File: src/rtl/ptrc_pkg.sv
// Package of offsets, fields, reset values and counts for the periodic timer block
package ptrc_pkg;

  // Bus and counter widths
  localparam int DATA_W = 32;
  localparam int ADDR_W = 8;
  localparam int CNT_W  = 10;

  // Register byte offsets
  localparam logic [7:0] OFF_CTRL0  = 8'h00;
  localparam logic [7:0] OFF_CTRL1  = 8'h04;
  localparam logic [7:0] OFF_CNT_LO = 8'h08;
  localparam logic [7:0] OFF_CNT_HI = 8'h0c;
  localparam logic [7:0] OFF_CMPA_L = 8'h10;
  localparam logic [7:0] OFF_CMPA_H = 8'h14;
  localparam logic [7:0] OFF_PER_L  = 8'h18;
  localparam logic [7:0] OFF_PER_H  = 8'h1c;
  localparam logic [7:0] OFF_FLAGS  = 8'h20;

  // Control 0 field positions
  localparam int F_PAUSE   = 7;
  localparam int F_CKSEL_H = 6;
  localparam int F_CKSEL_L = 4;
  localparam int F_ON      = 3;
  // Control 1 field positions
  localparam int F_MODE_H  = 7;
  localparam int F_MODE_L  = 6;
  localparam int F_FUNC_H  = 5;
  localparam int F_FUNC_L  = 4;
  localparam int F_INIT    = 3;
  localparam int F_POL     = 2;
  localparam int F_CAPSRC  = 1;
  localparam int F_CLRSEL  = 0;
  // Flag register field positions
  localparam int F_FLAG_A  = 0;
  localparam int F_FLAG_P  = 1;

  // Values after reset
  localparam logic [7:0]       RST_CTRL0 = 8'h00;
  localparam logic [7:0]       RST_CTRL1 = 8'h00;
  localparam logic [CNT_W-1:0] RST_CNT   = 10'h000;

  // Prescaler terminal counts for the divided clocks
  localparam logic [5:0] DIV4_MASK  = 6'h03;
  localparam logic [5:0] DIV16_MASK = 6'h0f;
  localparam logic [5:0] DIV64_MASK = 6'h3f;

  // Synchronised pin indices
  localparam int PIN_IO  = 0;
  localparam int PIN_EXT = 1;
  localparam int PIN_SUB = 2;
  localparam int NPINS   = 3;

  // Operating modes
  typedef enum logic [1:0] {
    PTRC_MODE_CMP = 2'b00,
    PTRC_MODE_CAP = 2'b01,
    PTRC_MODE_PWM = 2'b10,
    PTRC_MODE_TMR = 2'b11
  } ptrc_mode_t;

  // Count clock selections
  typedef enum logic [2:0] {
    PTRC_CK_SYS4  = 3'b000,
    PTRC_CK_SYS   = 3'b001,
    PTRC_CK_H16   = 3'b010,
    PTRC_CK_H64   = 3'b011,
    PTRC_CK_SUB0  = 3'b100,
    PTRC_CK_SUB1  = 3'b101,
    PTRC_CK_EXTR  = 3'b110,
    PTRC_CK_EXTF  = 3'b111
  } ptrc_cksel_t;

endpackage : ptrc_pkg

File: src/rtl/ptrc_timer.sv
// Periodic 10-bit timer with APB register file, compare, capture and PWM output
//
// Operation
// - Pause holds count, resume continues
// - Clock select picks count clock source
// - On rising clears count; falling stops, holds
// - On rising restores initial output level in compare mode
// - Mode field selects operating mode
// - Compare match A drives output action
// - PWM mode output function selection
// - Capture mode edge selection
// - Same requested level gives no change
// - Output control bit meaning per mode
// - Polarity bit inverts output pin
// - Capture source pin selection
// - Clear select picks A or P clear
// - Overflow clear only with period zero
// - Clear select ignored in PWM, capture
// - Counter readable as two bytes
// - Compare A value two bytes, reset zero
// - Period value two bytes, reset zero
// - 10-bit up counter, full comparators
// - A clearing raises only A flag
`timescale 1ns/1ns
`default_nettype none
module ptrc_timer (
  input  wire logic                         pclk,
  input  wire logic                         presetn,
  input  wire logic                         psel,
  input  wire logic                         penable,
  input  wire logic                         pwrite,
  input  wire logic [ptrc_pkg::ADDR_W-1:0]  paddr,
  input  wire logic [ptrc_pkg::DATA_W-1:0]  pwdata,
  input  wire logic [3:0]                   pstrb,
  output logic      [ptrc_pkg::DATA_W-1:0]  prdata,
  output logic                              pready,
  output logic                              pslverr,
  input  wire logic                         timer_io_pin_i,
  output logic                              timer_io_pin_o,
  output logic                              timer_io_pin_oe,
  input  wire logic                         external_count_pin,
  input  wire logic                         sub_clock_pin,
  output logic                              compare_a_flag,
  output logic                              compare_p_flag
);
  import ptrc_pkg::*;

  // Control fields
  logic              count_pause_reg;           // Counter pause
  ptrc_cksel_t       count_clock_select_reg;    // Count clock source
  logic              timer_on_reg;              // Timer on/off
  ptrc_mode_t        operating_mode_select_reg; // Operating mode
  logic [1:0]        output_function_select_reg;// Pin function per mode
  logic              output_initial_control_reg;// Initial/active level
  logic              output_polarity_reg;       // Output inversion
  logic              capture_source_select_reg; // Capture trigger pin
  logic              clear_source_select_reg;   // Clear by A or by P
  // Data registers
  logic [CNT_W-1:0]  compare_a_value_reg;       // Comparator A value
  logic [CNT_W-1:0]  period_compare_value_reg;  // Comparator P value
  logic [CNT_W-1:0]  count_reg;                 // Up-counter
  // Internal state
  logic              on_prev_reg;               // Last on value for edges
  logic              out_lvl_reg;               // Output level before polarity
  logic              flag_a_reg;                // Comparator A event flag
  logic              flag_p_reg;                // Comparator P event flag
  logic [5:0]        div_reg;                   // Free-running prescaler
  logic [DATA_W-1:0] prdata_reg;                // Read data holder

  // Synchronised pins
  logic [NPINS-1:0]  pin_raw;
  logic [NPINS-1:0]  pin_lvl;
  logic [NPINS-1:0]  pin_rise;
  logic [NPINS-1:0]  pin_fall;

  // Decoded events
  logic              tick;        // Selected count clock pulse
  logic              run;         // Counter advances this cycle
  logic [CNT_W-1:0]  count_inc;   // Counter plus one
  logic              match_a;     // Comparator A match
  logic              match_p;     // Comparator P match or overflow
  logic              clear_cnt;   // Counter clears instead of advancing
  logic              on_rise;     // On bit went low to high
  logic              sp_mode;     // Single pulse selected
  logic              cap_rise;    // Capture source rising
  logic              cap_fall;    // Capture source falling
  logic              cap_evt;     // Capture takes place
  logic              sp_trigger;  // External pin starts single pulse
  logic              out_lvl_next;
  logic              drives_pin;  // Mode controls the pin

  // APB decode
  logic              apb_setup;
  logic              apb_wr;

  // Returns one when the address hits the given offset
  function automatic logic addr_is(input logic [ADDR_W-1:0] a, input logic [7:0] off);
    addr_is = (a == off);
  endfunction : addr_is

  // Returns one when the address names any register
  function automatic logic addr_mapped(input logic [ADDR_W-1:0] a);
    addr_mapped = addr_is(a, OFF_CTRL0)  | addr_is(a, OFF_CTRL1)  |
                  addr_is(a, OFF_CNT_LO) | addr_is(a, OFF_CNT_HI) |
                  addr_is(a, OFF_CMPA_L) | addr_is(a, OFF_CMPA_H) |
                  addr_is(a, OFF_PER_L)  | addr_is(a, OFF_PER_H)  |
                  addr_is(a, OFF_FLAGS);
  endfunction : addr_mapped

  assign apb_setup = psel & ~penable;
  assign apb_wr    = psel & penable & pwrite & pstrb[0];

  // Slave always answers in the access cycle
  assign pready  = 1'b1;
  assign pslverr = psel & penable & ~addr_mapped(paddr);
  assign prdata  = prdata_reg;

  // Pin synchronisers, one per external input
  assign pin_raw = {sub_clock_pin, external_count_pin, timer_io_pin_i};
  generate
    for (genvar i = 0; i < NPINS; i++) begin : g_sync
      ptrc_sync_edge u_sync (
        .pclk    (pclk),
        .presetn (presetn),
        .pin_in  (pin_raw[i]),
        .level   (pin_lvl[i]),
        .rise    (pin_rise[i]),
        .fall    (pin_fall[i])
      );
    end
  endgenerate

  // Prescaler for the divided count clocks
  always_ff @(posedge pclk or negedge presetn) begin
    if (!presetn) begin
      div_reg <= 6'h00;
    end else begin
      div_reg <= div_reg + 6'h01;
    end
  end

  // Count clock selection
  always_comb begin
    unique case (count_clock_select_reg)
      PTRC_CK_SYS4: tick = ((div_reg & DIV4_MASK) == DIV4_MASK);
      PTRC_CK_SYS:  tick = 1'b1;
      PTRC_CK_H16:  tick = ((div_reg & DIV16_MASK) == DIV16_MASK);
      PTRC_CK_H64:  tick = (div_reg == DIV64_MASK);
      PTRC_CK_SUB0: tick = pin_rise[PIN_SUB];
      PTRC_CK_SUB1: tick = pin_rise[PIN_SUB];
      PTRC_CK_EXTR: tick = pin_rise[PIN_EXT];
      PTRC_CK_EXTF: tick = pin_fall[PIN_EXT];
    endcase
  end

  // Counter advance, compare and clear decisions
  assign on_rise   = timer_on_reg & ~on_prev_reg;
  assign run       = timer_on_reg & ~count_pause_reg & tick;
  assign count_inc = count_reg + 10'h001;
  assign sp_mode   = (operating_mode_select_reg == PTRC_MODE_PWM) &
                     (output_function_select_reg == 2'b11);
  // Comparator A value of zero never matches in compare or timer modes
  assign match_a   = run & (count_inc == compare_a_value_reg) &
                     ((compare_a_value_reg != 10'h000) |
                      (operating_mode_select_reg == PTRC_MODE_PWM));
  // Period zero makes the match fall on the overflow wrap
  assign match_p   = run & (count_inc == period_compare_value_reg);

  // Clear source per mode
  always_comb begin
    unique case (operating_mode_select_reg)
      PTRC_MODE_CMP,
      PTRC_MODE_TMR: clear_cnt = clear_source_select_reg ? match_a : match_p;
      PTRC_MODE_PWM: clear_cnt = sp_mode ? 1'b0 : match_p;
      PTRC_MODE_CAP: clear_cnt = match_p;
    endcase
  end

  // Counter register
  always_ff @(posedge pclk or negedge presetn) begin
    if (!presetn) begin
      count_reg   <= RST_CNT;
      on_prev_reg <= 1'b0;
    end else begin
      on_prev_reg <= timer_on_reg;
      if (on_rise) begin
        count_reg <= RST_CNT;
      end else if (run) begin
        count_reg <= clear_cnt ? RST_CNT : count_inc;
      end
      // Otherwise held while off or paused
    end
  end

  // Capture source and edge choice
  assign cap_rise = capture_source_select_reg ? pin_rise[PIN_EXT] : pin_rise[PIN_IO];
  assign cap_fall = capture_source_select_reg ? pin_fall[PIN_EXT] : pin_fall[PIN_IO];
  always_comb begin
    cap_evt = 1'b0;
    if (timer_on_reg && operating_mode_select_reg == PTRC_MODE_CAP) begin
      unique case (output_function_select_reg)
        2'b00: cap_evt = cap_rise;
        2'b01: cap_evt = cap_fall;
        2'b10: cap_evt = cap_rise | cap_fall;
        2'b11: cap_evt = 1'b0;
      endcase
    end
  end

  // Single pulse start from the external pin active edge
  assign sp_trigger = sp_mode & ~timer_on_reg & pin_rise[PIN_EXT];

  // Control register 0, including hardware set and clear of the on bit
  always_ff @(posedge pclk or negedge presetn) begin
    if (!presetn) begin
      count_pause_reg        <= RST_CTRL0[F_PAUSE];
      count_clock_select_reg <= ptrc_cksel_t'(RST_CTRL0[F_CKSEL_H:F_CKSEL_L]);
      timer_on_reg           <= RST_CTRL0[F_ON];
    end else if (apb_wr && addr_is(paddr, OFF_CTRL0)) begin
      count_pause_reg        <= pwdata[F_PAUSE];
      count_clock_select_reg <= ptrc_cksel_t'(pwdata[F_CKSEL_H:F_CKSEL_L]);
      timer_on_reg           <= pwdata[F_ON];
    end else if (sp_mode && match_a) begin
      timer_on_reg <= 1'b0; // Pulse ends on comparator A
    end else if (sp_trigger) begin
      timer_on_reg <= 1'b1; // Pulse starts from pin edge
    end
  end

  // Control register 1
  always_ff @(posedge pclk or negedge presetn) begin
    if (!presetn) begin
      operating_mode_select_reg  <= ptrc_mode_t'(RST_CTRL1[F_MODE_H:F_MODE_L]);
      output_function_select_reg <= RST_CTRL1[F_FUNC_H:F_FUNC_L];
      output_initial_control_reg <= RST_CTRL1[F_INIT];
      output_polarity_reg        <= RST_CTRL1[F_POL];
      capture_source_select_reg  <= RST_CTRL1[F_CAPSRC];
      clear_source_select_reg    <= RST_CTRL1[F_CLRSEL];
    end else if (apb_wr && addr_is(paddr, OFF_CTRL1)) begin
      operating_mode_select_reg  <= ptrc_mode_t'(pwdata[F_MODE_H:F_MODE_L]);
      output_function_select_reg <= pwdata[F_FUNC_H:F_FUNC_L];
      output_initial_control_reg <= pwdata[F_INIT];
      output_polarity_reg        <= pwdata[F_POL];
      capture_source_select_reg  <= pwdata[F_CAPSRC];
      clear_source_select_reg    <= pwdata[F_CLRSEL];
    end
  end

  // Comparator A value; a capture wins over a software write
  always_ff @(posedge pclk or negedge presetn) begin
    if (!presetn) begin
      compare_a_value_reg <= RST_CNT;
    end else if (cap_evt) begin
      compare_a_value_reg <= count_reg;
    end else if (apb_wr && addr_is(paddr, OFF_CMPA_L)) begin
      compare_a_value_reg[7:0] <= pwdata[7:0];
    end else if (apb_wr && addr_is(paddr, OFF_CMPA_H)) begin
      compare_a_value_reg[9:8] <= pwdata[1:0];
    end
  end

  // Comparator P period value
  always_ff @(posedge pclk or negedge presetn) begin
    if (!presetn) begin
      period_compare_value_reg <= RST_CNT;
    end else if (apb_wr && addr_is(paddr, OFF_PER_L)) begin
      period_compare_value_reg[7:0] <= pwdata[7:0];
    end else if (apb_wr && addr_is(paddr, OFF_PER_H)) begin
      period_compare_value_reg[9:8] <= pwdata[1:0];
    end
  end

  // Event flags: hardware set wins over software write-one-to-clear
  always_ff @(posedge pclk or negedge presetn) begin
    if (!presetn) begin
      flag_a_reg <= 1'b0;
      flag_p_reg <= 1'b0;
    end else begin
      if ((match_a && operating_mode_select_reg != PTRC_MODE_CAP) || cap_evt) begin
        flag_a_reg <= 1'b1;
      end else if (apb_wr && addr_is(paddr, OFF_FLAGS) && pwdata[F_FLAG_A]) begin
        flag_a_reg <= 1'b0;
      end
      // No P flag when A clears the counter, nor in single pulse
      if (match_p && !sp_mode &&
          !(clear_source_select_reg &&
            (operating_mode_select_reg == PTRC_MODE_CMP ||
             operating_mode_select_reg == PTRC_MODE_TMR))) begin
        flag_p_reg <= 1'b1;
      end else if (apb_wr && addr_is(paddr, OFF_FLAGS) && pwdata[F_FLAG_P]) begin
        flag_p_reg <= 1'b0;
      end
    end
  end

  assign compare_a_flag = flag_a_reg;
  assign compare_p_flag = flag_p_reg;

  // Output level before polarity, per mode
  always_comb begin
    out_lvl_next = out_lvl_reg;
    unique case (operating_mode_select_reg)
      PTRC_MODE_CMP: begin
        if (on_rise) begin
          out_lvl_next = output_initial_control_reg;
        end else if (match_a) begin
          unique case (output_function_select_reg)
            2'b00: out_lvl_next = out_lvl_reg;
            2'b01: out_lvl_next = 1'b0;
            2'b10: out_lvl_next = 1'b1;
            2'b11: out_lvl_next = ~out_lvl_reg;
          endcase
        end
      end
      PTRC_MODE_PWM: begin
        unique case (output_function_select_reg)
          2'b00: out_lvl_next = ~output_initial_control_reg;
          2'b01: out_lvl_next = output_initial_control_reg;
          // Duty at or above period gives full active level
          2'b10: out_lvl_next = (count_reg < compare_a_value_reg) ?
                                output_initial_control_reg :
                                ~output_initial_control_reg;
          // On rising shows the active level until the on bit falls
          2'b11: out_lvl_next = (timer_on_reg && !(sp_mode && match_a)) ?
                                output_initial_control_reg :
                                ~output_initial_control_reg;
        endcase
      end
      PTRC_MODE_CAP,
      PTRC_MODE_TMR: out_lvl_next = out_lvl_reg;
    endcase
  end

  // Output level register
  always_ff @(posedge pclk or negedge presetn) begin
    if (!presetn) begin
      out_lvl_reg <= 1'b0;
    end else begin
      out_lvl_reg <= out_lvl_next;
    end
  end

  // Pin drive: only compare and PWM modes own the pin
  assign drives_pin      = (operating_mode_select_reg == PTRC_MODE_CMP) |
                           (operating_mode_select_reg == PTRC_MODE_PWM);
  assign timer_io_pin_o  = out_lvl_reg ^ output_polarity_reg;
  assign timer_io_pin_oe = drives_pin;

  // Read data is captured in the setup cycle and shown in the access cycle
  always_ff @(posedge pclk or negedge presetn) begin
    if (!presetn) begin
      prdata_reg <= 32'h0000_0000;
    end else if (apb_setup) begin
      prdata_reg <= 32'h0000_0000;
      if (addr_is(paddr, OFF_CTRL0)) begin
        prdata_reg[F_PAUSE]             <= count_pause_reg;
        prdata_reg[F_CKSEL_H:F_CKSEL_L] <= count_clock_select_reg;
        prdata_reg[F_ON]                <= timer_on_reg;
      end else if (addr_is(paddr, OFF_CTRL1)) begin
        prdata_reg[F_MODE_H:F_MODE_L]   <= operating_mode_select_reg;
        prdata_reg[F_FUNC_H:F_FUNC_L]   <= output_function_select_reg;
        prdata_reg[F_INIT]              <= output_initial_control_reg;
        prdata_reg[F_POL]               <= output_polarity_reg;
        prdata_reg[F_CAPSRC]            <= capture_source_select_reg;
        prdata_reg[F_CLRSEL]            <= clear_source_select_reg;
      end else if (addr_is(paddr, OFF_CNT_LO)) begin
        prdata_reg[7:0] <= count_reg[7:0];
      end else if (addr_is(paddr, OFF_CNT_HI)) begin
        prdata_reg[1:0] <= count_reg[9:8];
      end else if (addr_is(paddr, OFF_CMPA_L)) begin
        prdata_reg[7:0] <= compare_a_value_reg[7:0];
      end else if (addr_is(paddr, OFF_CMPA_H)) begin
        prdata_reg[1:0] <= compare_a_value_reg[9:8];
      end else if (addr_is(paddr, OFF_PER_L)) begin
        prdata_reg[7:0] <= period_compare_value_reg[7:0];
      end else if (addr_is(paddr, OFF_PER_H)) begin
        prdata_reg[1:0] <= period_compare_value_reg[9:8];
      end else if (addr_is(paddr, OFF_FLAGS)) begin
        prdata_reg[F_FLAG_A] <= flag_a_reg;
        prdata_reg[F_FLAG_P] <= flag_p_reg;
      end
    end
  end

endmodule : ptrc_timer
`default_nettype wire

File: src/rtl/ptrc_sync_edge.sv
// Two-flop pin synchroniser with edge detection
`timescale 1ns/1ns
`default_nettype none
module ptrc_sync_edge (
  input  wire logic pclk,
  input  wire logic presetn,
  input  wire logic pin_in,
  output logic      level,
  output logic      rise,
  output logic      fall
);
  logic meta_reg;  // First stage, read only by the second
  logic sync_reg;  // Second stage, safe to use
  logic prev_reg;  // Previous synced level for edges

  // Synchroniser chain and edge history
  always_ff @(posedge pclk or negedge presetn) begin
    if (!presetn) begin
      meta_reg <= 1'b0;
      sync_reg <= 1'b0;
      prev_reg <= 1'b0;
    end else begin
      meta_reg <= pin_in;
      sync_reg <= meta_reg;
      prev_reg <= sync_reg;
    end
  end

  // Edge outputs are one-cycle pulses
  assign level = sync_reg;
  assign rise  = sync_reg & ~prev_reg;
  assign fall  = ~sync_reg & prev_reg;
endmodule : ptrc_sync_edge
`default_nettype wire

File: config.mk
export PLATFORM = sky130hd
export DESIGN_NAME = ptrc_timer
export DESIGN_NICKNAME = d
export VERILOG_FILES = /design/src/rtl/ptrc_pkg.sv /design/src/rtl/ptrc_timer.sv /design/src/rtl/ptrc_sync_edge.sv
export SDC_FILE = /design/constraint.sdc
export NUM_CORES = 1
export LEC_CHECK = 0
export ABC_AREA = 1
export ABC_CLOCK_PERIOD_IN_PS = 2600
export BUFFER_PORTS_ARGS = -buffer_cell sky130_fd_sc_hd__buf_2
export CAP_MARGIN = 20
export CORE_ASPECT_RATIO = 0.6
export CORE_MARGIN = 1.5
export CORE_UTILIZATION = 55
export CTS_BUF_LIST = sky130_fd_sc_hd__clkbuf_16
export DETAILED_ROUTE_END_ITERATION = 6
export GPL_TIMING_DRIVEN = 0
export HOLD_SLACK_MARGIN = 0.12
export MAX_ROUTING_LAYER = met4
export PLACE_DENSITY = 0.78
export SYNTH_ARGS = -nofsm -noshare
export SYNTH_HDL_FRONTEND = slang
export SYNTH_SLANG_ARGS = --single-unit
File: constraint.sdc
create_clock -name pclk -period 2.6 [get_ports pclk]
set_clock_uncertainty 0.2 [all_clocks]
set_input_delay 0.52 -clock pclk [delete_from_list [all_inputs] [get_ports pclk]]
set_output_delay 0.52 -clock pclk [all_outputs]
set_load 0.005 [all_outputs]
== Yosys cells after proc, flatten, opt, wreduce, memory -nomap -nowiden ==
Cells that the tools add are included.

* Bitwise operators: 45
* $lt $le $gt $ge: 1
* Shift-type cells: 0
* Multiplexer cells: 42
* Add/sub/neg operators: 2
* Multipliers: 0
* Reduce and logical (&&, ||, !) cells: 38
* Div/mod/pow operators: 0
* Equality and inequality tests: 30

{| class="wikitable"
|+ Operator list
! operator !! number
|-
| 2-to-1 mux 10 bit || 4
|-
| == test 8 x 5 -> 1 bit (second input constant) || 4
|-
| 2-to-1 mux 8 bit || 4
|-
| == test 10 bit || 2
|-
| bitwise AND 1 bit || 19
|-
| 2-to-1 mux 6 bit || 3
|-
| == test 8 x 4 -> 1 bit (second input constant) || 2
|-
| logical AND 1 bit || 16
|-
| 2-to-1 mux 1 bit || 16
|-
| 2-to-1 mux 2 bit || 7
|-
| inverter 1 bit || 14
|-
| == test 3 bit (second input constant) || 4
|-
| bitwise OR 1 bit || 11
|-
| adder 10 x 1 -> 10 bit (second input constant) || 1
|-
| == test 2 bit (second input constant) || 5
|-
| less-than comparator 10 bit || 1
|-
| nonzero test 10 bit || 1
|-
| nonzero test 2 bit || 5
|-
| == test 8 x 3 -> 1 bit (second input constant) || 1
|-
| == test 8 x 6 -> 1 bit (second input constant) || 1
|-
| zero test 8 bit || 1
|-
| one-hot mux 1 bit (4 select lines) || 2
|-
| one-hot mux 1 bit (7 select lines) || 1
|-
| adder 6 x 1 -> 6 bit (second input constant) || 1
|-
| 21 further kinds || 32
|}

* Bits of input ports: 52
* Latch bits: 0
* Output and inout port bits: 38
* RAM bits: 0
* Bits in read-only memories: 0
* Register bits: 70
* Memories: 0
* Word-level logic and storage cells: 187

== Depth between registers and ports, before layout ==
* Word-level depth: 12
* Gate-level depth with buffers: 20
* Depth with buffers taken out: 20

== By module ==
Synthesis repeated with hierarchy kept, for this count alone.

* Cells, all modules: 574
* Area total of the unflattened synthesis: 4,362.9 µm²

{| class="wikitable"
|+ Modules (own cells, without submodules)
! module !! times used !! area an instance (µm²) !! cells an instance !! sequential area each (µm²)
|-
| ptrc_timer || 1 || 4,092.7 || 553 || 1,526.5
|-
| ptrc_sync_edge || 3 || 90.1 || 7 || 75.1
|}

== Worst setup path before layout ==
Ideal clock, no wire load.

* Path kind: input to output
* From: input port paddr[0] (netlist bit)
* To: output port pslverr
* Arrival time: 1,464 ps
* Data required time: 1,880 ps
* Buffers on the path: 1
* Setup slack: 416 ps
* Stages on the path: 9
* Cell sequence: inv_1 > nand2_1 > nor3_1 > inv_1 > nor2_1 > inv_1 > buf_2 > o21ai_0 > nor3_1

* Longest elaborated chain between the ends: 11
* Elaborated cells between the ends (all ways): 19
* Classes of those cells: 8 x eq/ne; 10 x bitwise; 1 x reduce/logical

{| class="wikitable"
|+ Ends and longest elaborated chain
! what !! line !! RTL
|-
| start, declared || ptrc_timer.sv:32 || <nowiki>input wire logic [ptrc_pkg::ADDR_W-1:0] paddr,</nowiki>
|-
| == test 8 x 3 -> 1 bit or zero test 8 bit (tied branches) || ptrc_timer.sv:98 || <nowiki>addr_is = (a == off);</nowiki>
|-
| bitwise OR 1 bit (2 in a row) || ptrc_timer.sv:103 || <nowiki>addr_mapped = addr_is(a, OFF_CTRL0) | addr_is(a, OFF_CTRL1) |</nowiki>
|-
| bitwise OR 1 bit (2 in a row) || ptrc_timer.sv:104 || <nowiki>addr_is(a, OFF_CNT_LO) | addr_is(a, OFF_CNT_HI) |</nowiki>
|-
| bitwise OR 1 bit (2 in a row) || ptrc_timer.sv:105 || <nowiki>addr_is(a, OFF_CMPA_L) | addr_is(a, OFF_CMPA_H) |</nowiki>
|-
| bitwise OR 1 bit || ptrc_timer.sv:106 || <nowiki>addr_is(a, OFF_PER_L) | addr_is(a, OFF_PER_H) |</nowiki>
|-
| bitwise OR 1 bit * || ptrc_timer.sv:106 ||
|-
| inverter 1 bit * || ptrc_timer.sv:115 || <nowiki>assign pslverr = psel & penable & ~addr_mapped(paddr);</nowiki>
|-
| bitwise AND 1 bit * || ptrc_timer.sv:115 ||
|-
| end, declared || ptrc_timer.sv:37 || <nowiki>output logic pslverr,</nowiki>
|}

Mark *: on every way between the ends. The rest lies on a longest branch, timed or not.

== Worst setup path after layout ==
Same ends and word-level chain as after synthesis.

==> implementation parameters <==
Parameter                              Value

Logic synthesis
  Synth unique cells ... 38
  Average instance area after synthesis ... 7.42 um2
  Top FF cell, synth ... dfrtp_1
  Register bit total from synthesis ... 70
  Cell Area, Synth ... 4410 um2
  Synth async-reset ratio ... 1.00
  Seq/Total Area, Yosys ... 0.397
  Post-Syn Instances ... 595
  Number of flops mapped to enable cells by yosys ... 0
  Yosys synthesis warning count ... 0

Setup path
  Type of element launching the critical path ... primary input
  R2R Path Start ... count_reg[0]
  Required time at the worst-slack endpoint ... 1880 ps
  FF-to-FF setup slack ... 150 ps
  Endpoint type of the worst setup path ... primary output
  Critical path fanouts, max ... 10
  Critical Path Max Stage Delay ... 220 ps
  Sequence of cells on the critical path ... buf_2 -> inv_1 -> nand2_1 -> nor3_2 -> inv_1 -> nor2_4 -> inv_1 -> buf_2 -> o21ai_0 -> nor3_1 -> buf_2
  Critical Path Sink ... pslverr
  WP depth ... 11
  Critical path origin ... paddr[0]
  Endpoint of the most critical register-to-register path ... count_reg[3]
  CP max stage cell ... buf_2
  Kind of cell adding the most delay to the critical path ... buffers and inverters
  Buf+Inv Stages, Crit Path ... 6
  Setup Crit Path Kind ... primary input to primary output
  Cell depth of the worst flop-to-flop path ... 12
  Worst EP arrival ... 1760 ps

Layout
  Layout fillers ... 651
  Share of layout cells above drive strength 1 ... 0.169
  Signed area change from the synthesized netlist to the final layout ... 18.5%
  Commonest non-fill, non-tap cell in the layout ... nand2_1
  Multi-input gate area in the final layout ... 2200 um2
  Net total in the final layout ... 739
  Final cell count without fillers ... 784
  Area of all placed cells without fillers ... 5230 um2
  Count of inserted antenna diode cells ... 0
  Sequential cell area ... 1750 um2
  Highest-count cells in the layout ignoring fill and taps ... nand2_1, inv_1, dfrtp_1

Routing
  Drt via density ... 5.49
  Drt initial violations ... 493
  Number of nets still failing antenna checks after routing ... 0
  Vias after detailed routing ... 4303
  1st-pass router iterations ... 5
  Post-route DRC ... 0
  Drt total wl ... 12900 um
  Avg WL per Cell ... 16.4 um

Clock network
  Clock transition at the registers of the reported paths ... 60 ps
  Buffers from clock root to sink, at most ... 2
  Clock insertion delay at the later pin of the skew report ... 340 ps
  Number of levels in the clock H-tree ... 3
  Buffer type at the clock tree root ... clkbuf_16
  Sink Count ... 70
  Number of buffers created by CTS ... 9
  Clock tree from TritonCTS ... built

STA
  Worst setup slack after layout ... 124 ps
  Slew at the pin closest to its max-slew limit ... 888 ps
  Total Neg Setup Slack ... 0 ps
  Unrepaired setup endpoints after global routing ... false
  Fmax ... 404 MHz
  Relative slew slack ... 0.408
  Final worst path period need ... 2480 ps
  Final worst path period share ... 0.952
  WHS ... 93.4 ps
  Final setup violation count ... 0
  Final count of pins violating max slew ... 0
  Final hold viol count ... 0

GRT
  Number of global-route vias before repair ... 3825
  Largest net degree at the start of global routing ... 71
  GRT Residual Overflow ... 0
  Wire length of the first global-routing pass ... 20100 um
  Number of antenna violations at the first check in global routing ... 0
  Total track usage ... 0.320

Run
  MaxCap Viol Count ... 0

Power
  Power per cell area ... 504 nW/um2
  Worst supply voltage drop on vdd ... 0.000368 V
  Leakage power total ... 2.70 nW

Placement
  GP Congestion ... 1.03
  Setup slack at placement ... -280 ps
  Half-perimeter wire length after detailed placement ... 9980 um
  Post-place instance area ... 4820 um2
  Post-placement cell count ... 763
  Count of buffers from port buffering ... 37

Hold path
  Type of the most critical hold path ... primary input to asynchronous set/reset pin

Floorplan
  Die Height ... 72.4 um
  Die X ... 119 um
  Total I/O pin count ... 90
  Core ar. ... 7820 um2
  Initial core utilization ... 0.564
  Die Footprint ... 8590 um2
  Number of placement rows ... 25

Status
  Result of the run ... completed
==> stage by stage <==
step           power (mW)  utilization
2_1_floorplan        1.23            -
4_1_cts              2.64        0.663
6_report             2.63        0.669
3_5_place_dp         1.31        0.617
5_1_grt              2.71        0.669
3_3_place_gp         1.30        0.616
==> how the worst min path moves through the flow <==
stage                               from                   endpoint  slack, ps
2_1_floorplan                    presetn  capture_source_select_reg         20
3_3_place_gp   g_sync[2].u_sync.meta_reg     g_sync[2].u_sync.level        130
3_5_place_dp   g_sync[2].u_sync.meta_reg     g_sync[2].u_sync.level        140
4_1_cts                          presetn                  prdata[4]        140
5_1_grt        g_sync[2].u_sync.meta_reg     g_sync[2].u_sync.level        160
6_report                         presetn                  prdata[4]         90
==> logic make-up after synthesis <==
family / count (synthesis) / share of synthesized area
fa+ha+maj: 16 / 0.0454
compound gates: 109 / 0.148
simple gates: 258 / 0.255
buf+inv: 129 / 0.131
flops: 70 / 0.397
other cells: 2 / 0.00170
xor+xnor: 11 / 0.0218
==> worst register-to-register path: cells and delay by family, from the launching register on <==
| kind | cells | cell delay (ps) |
|---|---|---|
| and+or+nand+nor | 8 | 1170 |
| buffers and inverters | 1 | 80 |
| adders and majority gates | 1 | 240 |
| DFF | 1 | 430 |
| AOI/OAI and AO/OA | 2 | 190 |
==> area by class of cell <==
type	instances	share of cell area
sequential	70	0.335
inverter	99	0.0711
clock buffer	9	0.0431
buffer	30	0.0397
timing repair buffer	42	0.0445
tap	108	0.0258
clock inverter	7	0.0189
multi-input combinational	419	0.422
==> where the power goes <==
part           leakage, nW  internal (mW)  total (mW)  switching (mW)
combinational         1.69         0.0687       0.166          0.0975
clock                0.156          0.842        1.34           0.494
sequential           0.860           1.11        1.13          0.0212
total                 2.70           2.02        2.63           0.612
==> routing by layer <==
metal	track usage	wire length, um	up-vias
met2	0.425	4990	240
met3	0.103	1660	22
met1	0.475	6070	2001
li1	-	-	2040
met5	-	0	-
met4	0.0616	157	0
==> synthesized netlist by cell type (all sizes together) (3+ instances only) <==
master	n	area, um2
o22ai	14	87.6
clkbuf	4	15.0
nor2	53	229
dfrtp	70	1750
a221oi	3	26.3
a211oi	3	22.5
a21oi	20	100
nand3	39	210
ha	16	200
nand4	8	50.1
nand2	143	547
or2	3	18.8
buf	26	193
o21ai	50	258
nor3	9	45.0
o221ai	11	96.3
xor2	11	96.3
inv	97	364
==> what timing repair did <==
action,CTS,global route
setup endpoints to repair,1,20
resized for setup,2,10
gates cloned,0,0
pin swaps,0,1
hold buffers,3,0
endpoints found under the hold margin,3,0
buffers inserted,0,2
(Power assumes the default switching activity.)
